File: config.mk
export PLATFORM = sky130hd
export DESIGN_NAME = imucfg_cmd
export DESIGN_NICKNAME = d
export VERILOG_FILES = /design/src/shared/imucfg_pkg.sv /design/src/hw/imucfg_crc8_step.sv /design/src/hw/imucfg_cmd.sv
export VERILOG_INCLUDE_DIRS = /design/src /design/src/shared
export SDC_FILE = /design/constraint.sdc
export NUM_CORES = 2
export LEC_CHECK = 0
export BUFFER_PORTS_ARGS = -buffer_cell sky130_fd_sc_hd__buf_4
export CAP_MARGIN = 20
export CORE_ASPECT_RATIO = 0.9
export CORE_MARGIN = 3
export CORE_UTILIZATION = 63
export DETAILED_ROUTE_END_ITERATION = 8
export PLACE_DENSITY = 0.77
export SLEW_MARGIN = 20
export SYNTH_ARGS = -nofsm -noshare
export SYNTH_HDL_FRONTEND = slang
export SYNTH_SLANG_ARGS = --single-unit
File: constraint.sdc
create_clock -name clock_in -period 36.6 [get_ports clock_in]
set_clock_uncertainty 0.15 [all_clocks]
set_input_delay 3.66 -clock clock_in [delete_from_list [all_inputs] [get_ports clock_in]]
set_output_delay 3.66 -clock clock_in [all_outputs]
set_load 0.02 [all_outputs]
File: src/shared/imucfg_defines.svh
`ifndef IMUCFG_DEFINES_SVH
`define IMUCFG_DEFINES_SVH

// wishbone byte offsets
`define IMUCFG_OFS_CMD 8'h00
`define IMUCFG_OFS_PAR0 8'h04
`define IMUCFG_OFS_STATUS 8'h20
`define IMUCFG_OFS_CRC 8'h24
`define IMUCFG_OFS_DEC 8'h28
`define IMUCFG_OFS_CONF 8'h2c
`define IMUCFG_OFS_SERIAL 8'h30
`define IMUCFG_OFS_RATE 8'h34
`define IMUCFG_OFS_GAP 8'h38
`define IMUCFG_OFS_SPACING 8'h3c
`define IMUCFG_OFS_RESP0 8'h40
`define IMUCFG_OFS_BIAS0 8'h80

// command codes
`define IMUCFG_CMD_GYRO_UNIT 8'h01
`define IMUCFG_CMD_SAMPLE_RATE 8'h02
`define IMUCFG_CMD_SAMPLE_EXT 8'h03
`define IMUCFG_CMD_PPS_FILTER 8'h04
`define IMUCFG_CMD_PPS_UNIT 8'h05
`define IMUCFG_CMD_SERIAL 8'h06
`define IMUCFG_CMD_READ_BIAS 8'h07
`define IMUCFG_CMD_SAVE 8'h08

// execution status
`define IMUCFG_ST_OK 8'h00
`define IMUCFG_ST_BAD_PARAM 8'h01
`define IMUCFG_ST_BAD_CMD 8'h02

// response terminator byte
`define IMUCFG_CR 8'h0d
`define IMUCFG_CRC_POLY 8'h07
`define IMUCFG_CRC_INIT 8'h00

// reset values
`define IMUCFG_RST_GYRO_UNIT 4'h0
`define IMUCFG_RST_RATE 12'h7d0
`define IMUCFG_RST_PPS_FILT 3'h4
`define IMUCFG_RST_PPS_HZ 9'h106
`define IMUCFG_RST_PPS_UNIT 2'h0
`define IMUCFG_RST_BIT_RATE 24'h0e1000
`define IMUCFG_RST_PARITY 2'h0

// decimals of the bias read-out words: gyro, accel, reserved
`define IMUCFG_DEC_GYRO 4'h5
`define IMUCFG_DEC_ACC 4'h6
`define IMUCFG_DEC_RSV 4'h7

// timing
`define IMUCFG_CLK_MHZ 200
`define IMUCFG_TICK_US 1
`define IMUCFG_TICK_CYC (`IMUCFG_CLK_MHZ * `IMUCFG_TICK_US)
`define IMUCFG_MAX_DELAY_US 20'hf4240

`endif

File: src/shared/imucfg_pkg.sv
package imucfg_pkg;

  typedef enum logic [1:0] {
    IMUCFG_IDLE = 2'b01,
    IMUCFG_CRC = 2'b10
  } imucfg_seq_type;

  typedef struct packed {
    imucfg_seq_type seq;
    logic [7:0] cmd;
    logic [7:0] status;
    logic [3:0] nparam;
    logic [5:0] idx;
    logic [7:0] crc;
    logic [5:0][31:0] par;
    logic [8:0][31:0] resp;
    logic [8:0][31:0] bias;
    logic [3:0] gyro_unit;
    logic [11:0] rate;
    logic ext_trig;
    logic multi;
    logic [19:0] gap;
    logic [19:0] spacing;
    logic startup;
    logic [2:0] pps_filt;
    logic [8:0] pps_hz;
    logic [1:0] pps_unit;
    logic [23:0] bit_rate;
    logic stop2;
    logic [1:0] parity;
    logic term;
    logic crlf;
    logic idle_off;
    logic pend;
    logic [23:0] p_bit_rate;
    logic p_stop2;
    logic [1:0] p_parity;
    logic p_term;
    logic p_crlf;
    logic p_idle_off;
    logic save;
    logic [7:0] tick_cnt;
    logic [19:0] since_start;
    logic [19:0] since_end;
    logic grant;
    logic drv_en;
    logic ack;
    logic [31:0] dat;
  } imucfg_state_type;

endpackage

File: src/hw/imucfg_crc8_step.sv
`timescale 1ns/100ps
// one byte through a msb-first crc-8 register
module imucfg_crc8_step #(
  parameter logic [7:0] POLY = 8'h07
) (
  input wire logic [7:0] crc_in,
  input wire logic [7:0] byte_in,
  output logic [7:0] crc_out
);
  always_comb
  begin
    logic [7:0] c;
    c = crc_in ^ byte_in;
    for (int i = 0; i < 8; i++)
    begin
      c = c[7] ? ({c[6:0], 1'b0} ^ POLY) : {c[6:0], 1'b0};
    end
    crc_out = c;
  end
endmodule // imucfg_crc8_step

File: src/hw/imucfg_cmd.sv
`timescale 1ns/100ps
`include "imucfg_defines.svh"
module imucfg_cmd (
  input wire logic clock_in,
  input wire logic nrst_in,
  input wire logic wb_cyc_in,
  input wire logic wb_stb_in,
  input wire logic wb_we_in,
  input wire logic [7:0] wb_adr_in,
  input wire logic [3:0] wb_sel_in,
  input wire logic [31:0] wb_dat_in,
  output logic [31:0] wb_dat_out,
  output logic wb_ack_out,
  input wire logic frame_req_in,
  input wire logic frame_end_in,
  input wire logic tx_active_in,
  output logic frame_grant_out,
  output logic driver_enable_out,
  output logic [3:0] gyro_unit_out,
  output logic [11:0] sample_rate_out,
  output logic ext_trigger_out,
  output logic multi_module_out,
  output logic startup_frames_enable_out,
  output logic [2:0] pps_filter_out,
  output logic [8:0] pps_cutoff_hz_out,
  output logic [1:0] pps_unit_out,
  output logic [23:0] bit_rate_out,
  output logic two_stop_bits_out,
  output logic [1:0] parity_out,
  output logic receive_termination_on_out,
  output logic frame_crlf_enable_out,
  output logic driver_idle_off_out,
  output logic save_request_out
);
  imucfg_pkg::imucfg_state_type s_q, s_d;
  logic rst_meta_q, rst_sync_q;
  logic [7:0] crc_byte, crc_next;

  always_ff @(posedge clock_in or negedge nrst_in)
  begin
    if (!nrst_in)
    begin
      rst_meta_q <= 1'b0;
      rst_sync_q <= 1'b0;
    end
    else
    begin
      rst_meta_q <= 1'b1;
      rst_sync_q <= rst_meta_q;
    end
  end

  imucfg_crc8_step #(
    .POLY(`IMUCFG_CRC_POLY)
  ) u_crc (
    .crc_in(s_q.crc),
    .byte_in(crc_byte),
    .crc_out(crc_next)
  );

  function automatic logic [31:0] merge(input logic [31:0] old,
                                        input logic [31:0] nw,
                                        input logic [3:0] sel);
    for (int b = 0; b < 4; b++)
    begin
      if (sel[b])
      begin
        old[8*b +: 8] = nw[8*b +: 8];
      end
    end
    return old;
  endfunction

  // response bytes: command, status, then each echoed word msb first
  always_comb
  begin
    logic [5:0] off;
    logic [3:0] w;
    off = s_q.idx - 6'h02;
    w = off[5:2];
    if (s_q.idx == 6'h00)
    begin
      crc_byte = s_q.cmd;
    end
    else if (s_q.idx == 6'h01)
    begin
      crc_byte = s_q.status;
    end
    else
    begin
      crc_byte = s_q.resp[w][8*(3 - off[1:0]) +: 8];
    end
  end

  always_comb
  begin
    logic acc;
    logic wr;
    logic ok;
    logic [31:0] p0, p1, p2, p3, p4, p5;
    logic [7:0] a;
    logic [5:0] last;
    s_d = s_q;
    a = wb_adr_in;
    acc = wb_cyc_in && wb_stb_in && !s_q.ack;
    wr = acc && wb_we_in;
    p0 = s_q.par[0];
    p1 = s_q.par[1];
    p2 = s_q.par[2];
    p3 = s_q.par[3];
    p4 = s_q.par[4];
    p5 = s_q.par[5];
    ok = 1'b0;
    s_d.save = 1'b0;
    s_d.grant = 1'b0;
    s_d.ack = acc;
    s_d.dat = 32'h0;
    last = {s_q.nparam, 2'b00} + 6'h01;

    // bus reads; unmapped addresses answer zero
    if (acc && !wb_we_in)
    begin
      case (a)
        `IMUCFG_OFS_CMD: s_d.dat = {30'h0, s_q.pend, s_q.seq[1]};
        `IMUCFG_OFS_STATUS:
          s_d.dat = {12'h0, s_q.nparam, s_q.cmd, s_q.status};
        `IMUCFG_OFS_CRC: s_d.dat = {16'h0, `IMUCFG_CR, s_q.crc};
        `IMUCFG_OFS_DEC:
          s_d.dat = {20'h0, `IMUCFG_DEC_RSV, `IMUCFG_DEC_ACC,
                     `IMUCFG_DEC_GYRO};
        `IMUCFG_OFS_CONF:
          s_d.dat = {11'h0, s_q.pps_hz, s_q.pps_unit, s_q.pps_filt,
                     s_q.startup, s_q.multi, s_q.ext_trig, s_q.gyro_unit};
        `IMUCFG_OFS_SERIAL:
          s_d.dat = {s_q.idle_off, s_q.crlf, s_q.term, s_q.parity,
                     s_q.stop2, 2'b00, s_q.bit_rate};
        `IMUCFG_OFS_RATE: s_d.dat = {20'h0, s_q.rate};
        `IMUCFG_OFS_GAP: s_d.dat = {12'h0, s_q.gap};
        `IMUCFG_OFS_SPACING: s_d.dat = {12'h0, s_q.spacing};
        default:
        begin
          if (a >= `IMUCFG_OFS_PAR0 && a < 8'h1c && a[1:0] == 2'b00)
          begin
            s_d.dat = s_q.par[3'(a[4:2] - 3'h1)];
          end
          else if (a >= `IMUCFG_OFS_RESP0 && a < 8'h64 && a[1:0] == 2'b00)
          begin
            s_d.dat = s_q.resp[4'(a[5:2])];
          end
          else if (a >= `IMUCFG_OFS_BIAS0 && a < 8'ha4 && a[1:0] == 2'b00)
          begin
            s_d.dat = s_q.bias[4'(a[5:2])];
          end
        end
      endcase
    end

    // reading the crc ends the response; serial changes wait for it
    if (acc && !wb_we_in && a == `IMUCFG_OFS_CRC && s_q.pend &&
        s_q.seq == imucfg_pkg::IMUCFG_IDLE)
    begin
      s_d.pend = 1'b0;
      s_d.bit_rate = s_q.p_bit_rate;
      s_d.stop2 = s_q.p_stop2;
      s_d.parity = s_q.p_parity;
      s_d.term = s_q.p_term;
      s_d.crlf = s_q.p_crlf;
      s_d.idle_off = s_q.p_idle_off;
    end

    if (wr && a >= `IMUCFG_OFS_PAR0 && a < 8'h1c && a[1:0] == 2'b00)
    begin
      s_d.par[3'(a[4:2] - 3'h1)] =
        merge(s_q.par[3'(a[4:2] - 3'h1)], wb_dat_in, wb_sel_in);
    end
    if (wr && a >= `IMUCFG_OFS_BIAS0 && a < 8'ha4 && a[1:0] == 2'b00)
    begin
      s_d.bias[4'(a[5:2])] = merge(s_q.bias[4'(a[5:2])], wb_dat_in,
                                   wb_sel_in);
    end

    case (s_q.seq)
      imucfg_pkg::IMUCFG_IDLE:
      begin
        // a command written while the crc runs is dropped
        if (wr && a == `IMUCFG_OFS_CMD && wb_sel_in[0])
        begin
          s_d.cmd = wb_dat_in[7:0];
          s_d.status = `IMUCFG_ST_OK;
          s_d.resp = '0;
          s_d.resp[0] = p0;
          s_d.nparam = 4'h1;
          case (wb_dat_in[7:0])
            `IMUCFG_CMD_GYRO_UNIT:
            begin
              ok = p0 < 32'h10 && !p0[2];
              if (ok)
              begin
                s_d.gyro_unit = p0[3:0];
              end
            end
            `IMUCFG_CMD_SAMPLE_RATE:
            begin
              ok = p0 == 32'h7d || p0 == 32'hfa || p0 == 32'h1f4 ||
                   p0 == 32'h3e8 || p0 == 32'h7d0 || p0 == 32'h0;
              if (ok)
              begin
                s_d.rate = p0[11:0];
                s_d.ext_trig = p0 == 32'h0;
                if (p0 == 32'h0)
                begin
                  s_d.multi = 1'b0;
                end
              end
            end
            `IMUCFG_CMD_SAMPLE_EXT:
            begin
              s_d.resp[3:1] = {p3, p2, p1};
              s_d.nparam = 4'h4;
              ok = p0 == 32'h0 && p1 <= {12'h0, `IMUCFG_MAX_DELAY_US} &&
                   p2 <= {12'h0, `IMUCFG_MAX_DELAY_US} &&
                   p3 <= 32'h1;
              if (ok)
              begin
                s_d.rate = 12'h0;
                s_d.ext_trig = 1'b1;
                s_d.multi = 1'b1;
                s_d.gap = p1[19:0];
                s_d.spacing = p2[19:0];
                s_d.startup = p3[0];
              end
            end
            `IMUCFG_CMD_PPS_FILTER:
            begin
              ok = p0 <= 32'h4;
              if (ok)
              begin
                s_d.pps_filt = p0[2:0];
                case (p0[2:0])
                  3'h0: s_d.pps_hz = 9'h010;
                  3'h1: s_d.pps_hz = 9'h021;
                  3'h2: s_d.pps_hz = 9'h042;
                  3'h3: s_d.pps_hz = 9'h083;
                  default: s_d.pps_hz = 9'h106;
                endcase
              end
            end
            `IMUCFG_CMD_PPS_UNIT:
            begin
              ok = p0 <= 32'h3;
              if (ok)
              begin
                s_d.pps_unit = p0[1:0];
              end
            end
            `IMUCFG_CMD_SERIAL:
            begin
              s_d.resp[5:1] = {p5, p4, p3, p2, p1};
              s_d.nparam = 4'h6;
              ok = p0 != 32'h0 && p0[31:24] == 8'h0 &&
                   (p1 == 32'h1 || p1 == 32'h2) &&
                   (p2 == 32'h6e || p2 == 32'h6f || p2 == 32'h65) &&
                   p3 <= 32'h1 && p4 <= 32'h1 && p5 <= 32'h1;
              if (ok)
              begin
                s_d.resp[2] = p2 - 32'h20;
                s_d.pend = 1'b1;
                s_d.p_bit_rate = p0[23:0];
                s_d.p_stop2 = p1 == 32'h2;
                s_d.p_parity = p2 == 32'h6f ? 2'h1 :
                               (p2 == 32'h65 ? 2'h2 : 2'h0);
                s_d.p_term = p3[0];
                s_d.p_crlf = p4[0];
                s_d.p_idle_off = p5[0];
              end
            end
            `IMUCFG_CMD_READ_BIAS:
            begin
              ok = 1'b1;
              s_d.resp = s_q.bias;
              s_d.nparam = 4'h9;
            end
            `IMUCFG_CMD_SAVE:
            begin
              ok = 1'b1;
              s_d.nparam = 4'h0;
              s_d.save = 1'b1;
            end
            default:
            begin
              s_d.status = `IMUCFG_ST_BAD_CMD;
            end
          endcase
          if (!ok && s_d.status == `IMUCFG_ST_OK)
          begin
            s_d.status = `IMUCFG_ST_BAD_PARAM;
          end
          s_d.idx = 6'h0;
          s_d.crc = `IMUCFG_CRC_INIT;
          s_d.seq = imucfg_pkg::IMUCFG_CRC;
        end
      end
      imucfg_pkg::IMUCFG_CRC:
      begin
        s_d.crc = crc_next;
        s_d.idx = s_q.idx + 6'h01;
        if (s_q.idx == last)
        begin
          s_d.seq = imucfg_pkg::IMUCFG_IDLE;
        end
      end
      default: s_d.seq = imucfg_pkg::IMUCFG_IDLE;
    endcase

    // microsecond tick and elapsed time since last start and last end
    s_d.tick_cnt = s_q.tick_cnt + 8'h01;
    if (s_q.tick_cnt == 8'(`IMUCFG_TICK_CYC - 1))
    begin
      s_d.tick_cnt = 8'h0;
      if (s_q.since_start != `IMUCFG_MAX_DELAY_US)
      begin
        s_d.since_start = s_q.since_start + 20'h1;
      end
      // saturates one tick above the largest gap so that gap stays reachable
      if (s_q.since_end <= `IMUCFG_MAX_DELAY_US)
      begin
        s_d.since_end = s_q.since_end + 20'h1;
      end
    end
    if (frame_end_in)
    begin
      s_d.since_end = 20'h0;
    end
    // a grant is a single pulse; the requester drops its request after it
    // frame ends fall between ticks, so one extra tick keeps the full gap
    if (frame_req_in && !s_q.grant &&
        (!s_q.multi || (s_q.since_start >= s_q.spacing &&
                        (s_q.gap == 20'h0 ||
                         s_q.since_end > s_q.gap))))
    begin
      s_d.grant = 1'b1;
      s_d.since_start = 20'h0;
      s_d.tick_cnt = 8'h0;
    end
    s_d.drv_en = !s_q.idle_off || tx_active_in;
  end

  always_ff @(posedge clock_in or negedge rst_sync_q)
  begin
    if (!rst_sync_q)
    begin
      s_q <= '0;
      s_q.seq <= imucfg_pkg::IMUCFG_IDLE;
      s_q.gyro_unit <= `IMUCFG_RST_GYRO_UNIT;
      s_q.rate <= `IMUCFG_RST_RATE;
      s_q.pps_filt <= `IMUCFG_RST_PPS_FILT;
      s_q.pps_hz <= `IMUCFG_RST_PPS_HZ;
      s_q.pps_unit <= `IMUCFG_RST_PPS_UNIT;
      s_q.bit_rate <= `IMUCFG_RST_BIT_RATE;
      s_q.parity <= `IMUCFG_RST_PARITY;
      s_q.drv_en <= 1'b1;
      s_q.since_start <= `IMUCFG_MAX_DELAY_US;
      s_q.since_end <= `IMUCFG_MAX_DELAY_US;
    end
    else
    begin
      s_q <= s_d;
    end
  end

  assign wb_dat_out = s_q.dat;
  assign wb_ack_out = s_q.ack;
  assign frame_grant_out = s_q.grant;
  assign driver_enable_out = s_q.drv_en;
  assign gyro_unit_out = s_q.gyro_unit;
  assign sample_rate_out = s_q.rate;
  assign ext_trigger_out = s_q.ext_trig;
  assign multi_module_out = s_q.multi;
  assign startup_frames_enable_out = s_q.startup;
  assign pps_filter_out = s_q.pps_filt;
  assign pps_cutoff_hz_out = s_q.pps_hz;
  assign pps_unit_out = s_q.pps_unit;
  assign bit_rate_out = s_q.bit_rate;
  assign two_stop_bits_out = s_q.stop2;
  assign parity_out = s_q.parity;
  assign receive_termination_on_out = s_q.term;
  assign frame_crlf_enable_out = s_q.crlf;
  assign driver_idle_off_out = s_q.idle_off;
  assign save_request_out = s_q.save;
endmodule // imucfg_cmd

==> flow_summary.ini <==
[sta]
fin_crit_ns = 7.68
fmax_ghz = 0.130
slew-limit-headroom_pct = 16.4
whs_ns = 0.210
finalSetupViolCount = 0
rsz0062_at_grt = no
hold_viol_final = 0
slew_viol_final = 0
final.period_utilization_pct = 21.0
setup_tns_ns = 0
worst_slew_pin_slew_ns = 1.24

[clock_network]
cts_buffer_depth = 3
cts_resized = 0
cts_buffers = 102
post_cts_buffers = 0
root_buffer = clkbuf_16
clock_latency_ns = 0.71
h-tree-depth = 3
cts_sinks = 1016
cts_tree = built
cts.reportedPaths.clkPinSlew_ns = 0.06
ctsHoldBuffers = 0

[min_path]
holdCritPathClass = flip-flop to flip-flop
hold_end = rst_sync_q$_DFF_PN0_
min-delay-start = rst_meta_q$_DFF_PN0_
holdPathStages = 0

[synth]
synth_fp_nets = 5025
synth_cells = 4917
synth_top_area_share_pct = 47.1
yosys-top-cells-count = dfrtp_1, nand2_1, o21ai_0
ys_types = 77
synthArstFlopShare_pct = 100
synth_warnings = 0
yosysTopAreaCell = dfrtp_1
syn_area_mm2 = 0.0525
ys.flop_type = dfrtp_1
synth.area.top_cells = dfrtp_1, mux2_2, mux4_2
synthMostInstantiatedCell = dfrtp_1
synth_seq_cells = 1016
syn_avg_cell_area_um2 = 10.7
synth_edf_count = 0
yosysSeqAreaShare_pct = 48.5

[global_routing]
grt_usage_pct = 46.3
grt_pass1_wl_um = 291000
grt_pass1_vias = 42000
grt_max_degree = 198
overflow = 0
antenna_found_initial = 22

[critical_path]
r2r-start = s_q[995]$_DFFE_PN0P_
r2r_cells = 14
criticalPathCategory = input port to flip-flop
reg2reg_to = s_q[992]$_DFFE_PN0P_
cp-start-kind = input port
ff2ff_setup_slack_ns = 30.47
path_common_cell = buf_4
crit_fanout = 41
required_ns = 37.01
critPathBufInv = 3
crit_family = simple AND/OR/NAND/NOR gates
crit_chain = buf_4, inv_1, nand3_1, nor2_1, nand2_2, buf_4, nand2_1, o21ai_0
cp.arrival_ns = 8.09
endpoint_kind = flip-flop
cpPeakStageDelay_ns = 0.95
cp_slowest_cell = nand3_1

[detailed_routing]
first_iter_violations = 7557
ant_nets = 0
drc = 0
wl_per_cell_um = 33.7
vias_per_cell = 7.42
finalWirelength_um = 201000
dr.pass1.iters = 9
via_count = 44400

[pwr]
p_leak_nw = 25.9
vdd_drop_max_v = 0.0000464
power_density_mw_per_mm2 = 41.7
finalPower_mw = 2.39

[finish]
nets = 4929
drive_gt1_share_pct = 22.8
syn2layout_area_growth_pct = 9.58

[floorplanning]
dieHeight_um = 280
start_util_pct = 64.2
io_pins = 151
core-area_mm2 = 0.0818
rows = 99
die_x_um = 310
dieArea_mm2 = 0.0868

[run_status]
status = complete, no violations

[place]
dp_hpwl_um = 134000
port_buffers = 149
gp_congestion = 1.08

[run]
cap_violations = 0
registers in the layout, summed over array words and instances (netlist names), 3 cells and up:
register and count:
s_q 917, pps_cutoff_hz_out 7, bit_rate_out 24, sample_rate_out 12, gyro_unit_out 4, wb_dat_out 32, pps_filter_out 3
layout by cell type, fill, tap and decap left out, types with 19 or more instances in the layout:
master / n
dfrtp_1: 985
nand4_1: 36
dfstp_2: 29
nor2_1: 137
mux2_2: 437
clkinv_2: 19
nor3_1: 40
ha_1: 55
a22oi_1: 258
nand2_1: 838
inv_1: 66
mux2i_1: 138
xor2_1: 33
nand3_1: 182
nor4_1: 58
buf_4: 249
clkbuf_8: 25
o21ai_0: 512
a21oi_1: 95
xnor2_1: 35
clkbuf_16: 104
a31oi_1: 31
mux4_2: 174
a221oi_1: 30
final cells by class:
cell class	instances	area, um^2
flip-flops and latches	1016	25500
multi-input cells	3380	24900
fillers	5923	24300
clock buffers	147	3010
repair buffers	254	1960
well taps	1060	1330
clock inverters	44	609
inverters	67	251
diodes	11	27.5
power breakdown:
group	total (mW)	internal, mW	switching (mW)	leakage [nW]
logic	0.126	0.0312	0.0949	10.1
registers	1.14	1.13	0.00880	14.0
clock network	1.13	0.659	0.473	1.78
total	2.39	1.82	0.576	25.9
worst max-delay path by stage:
stage,start,to,slack (ns),cells after the start
2_1_floorplan,rst_sync_q$_DFF_PN0_,bit_rate_out[0]$_DFFE_PN0P_,6.08,0
3_3_place_gp,wb_adr_in[2],s_q[681]$_DFFE_PN0P_,28.71,8
3_5_place_dp,wb_adr_in[2],s_q[598]$_DFFE_PN0P_,28.61,8
4_1_cts,wb_adr_in[2],s_q[626]$_DFFE_PN0P_,29.31,8
5_1_grt,wb_adr_in[2],s_q[689]$_DFFE_PN0P_,28.86,8
6_report,wb_adr_in[5],s_q[849]$_DFFE_PN0P_,28.92,8
per-stage QoR:
step | worst slack, ns | cells | area, um^2 | utilization [%]
floorplan | 6.08 | 4917 | 52500 | -
global placement | 28.71 | 5777 | 53800 | 65.8
detailed placement | 28.61 | 5777 | 53800 | 65.8
CTS | 29.31 | 5968 | 57500 | 70.3
global route | 28.86 | 5968 | 57500 | 70.3
finish | 28.92 | 5979 | 57500 | 70.3
per-layer routing:
metal  wire, um  track usage [%]  up-vias
li1           -                -    17600
met4      16900             29.5       26
met5        345             1.94        -
met3      33900             23.5      951
met1      70200             59.3    22000
met2      80200             61.9     3819
logic make-up after synthesis:
kind of cell,count (synthesis),synth area share (%)
adders and majority gates,56,1.34
xor gates and xnor gates,75,1.29
muxes,760,20.0
AOI/OAI and AO/OA,1065,12.5
and+or+nand+nor,1422,11.8
other,2,0.0143
DFF,1016,48.5
buffers and inverters,521,4.54
Power figures use the tool's default switching activity.
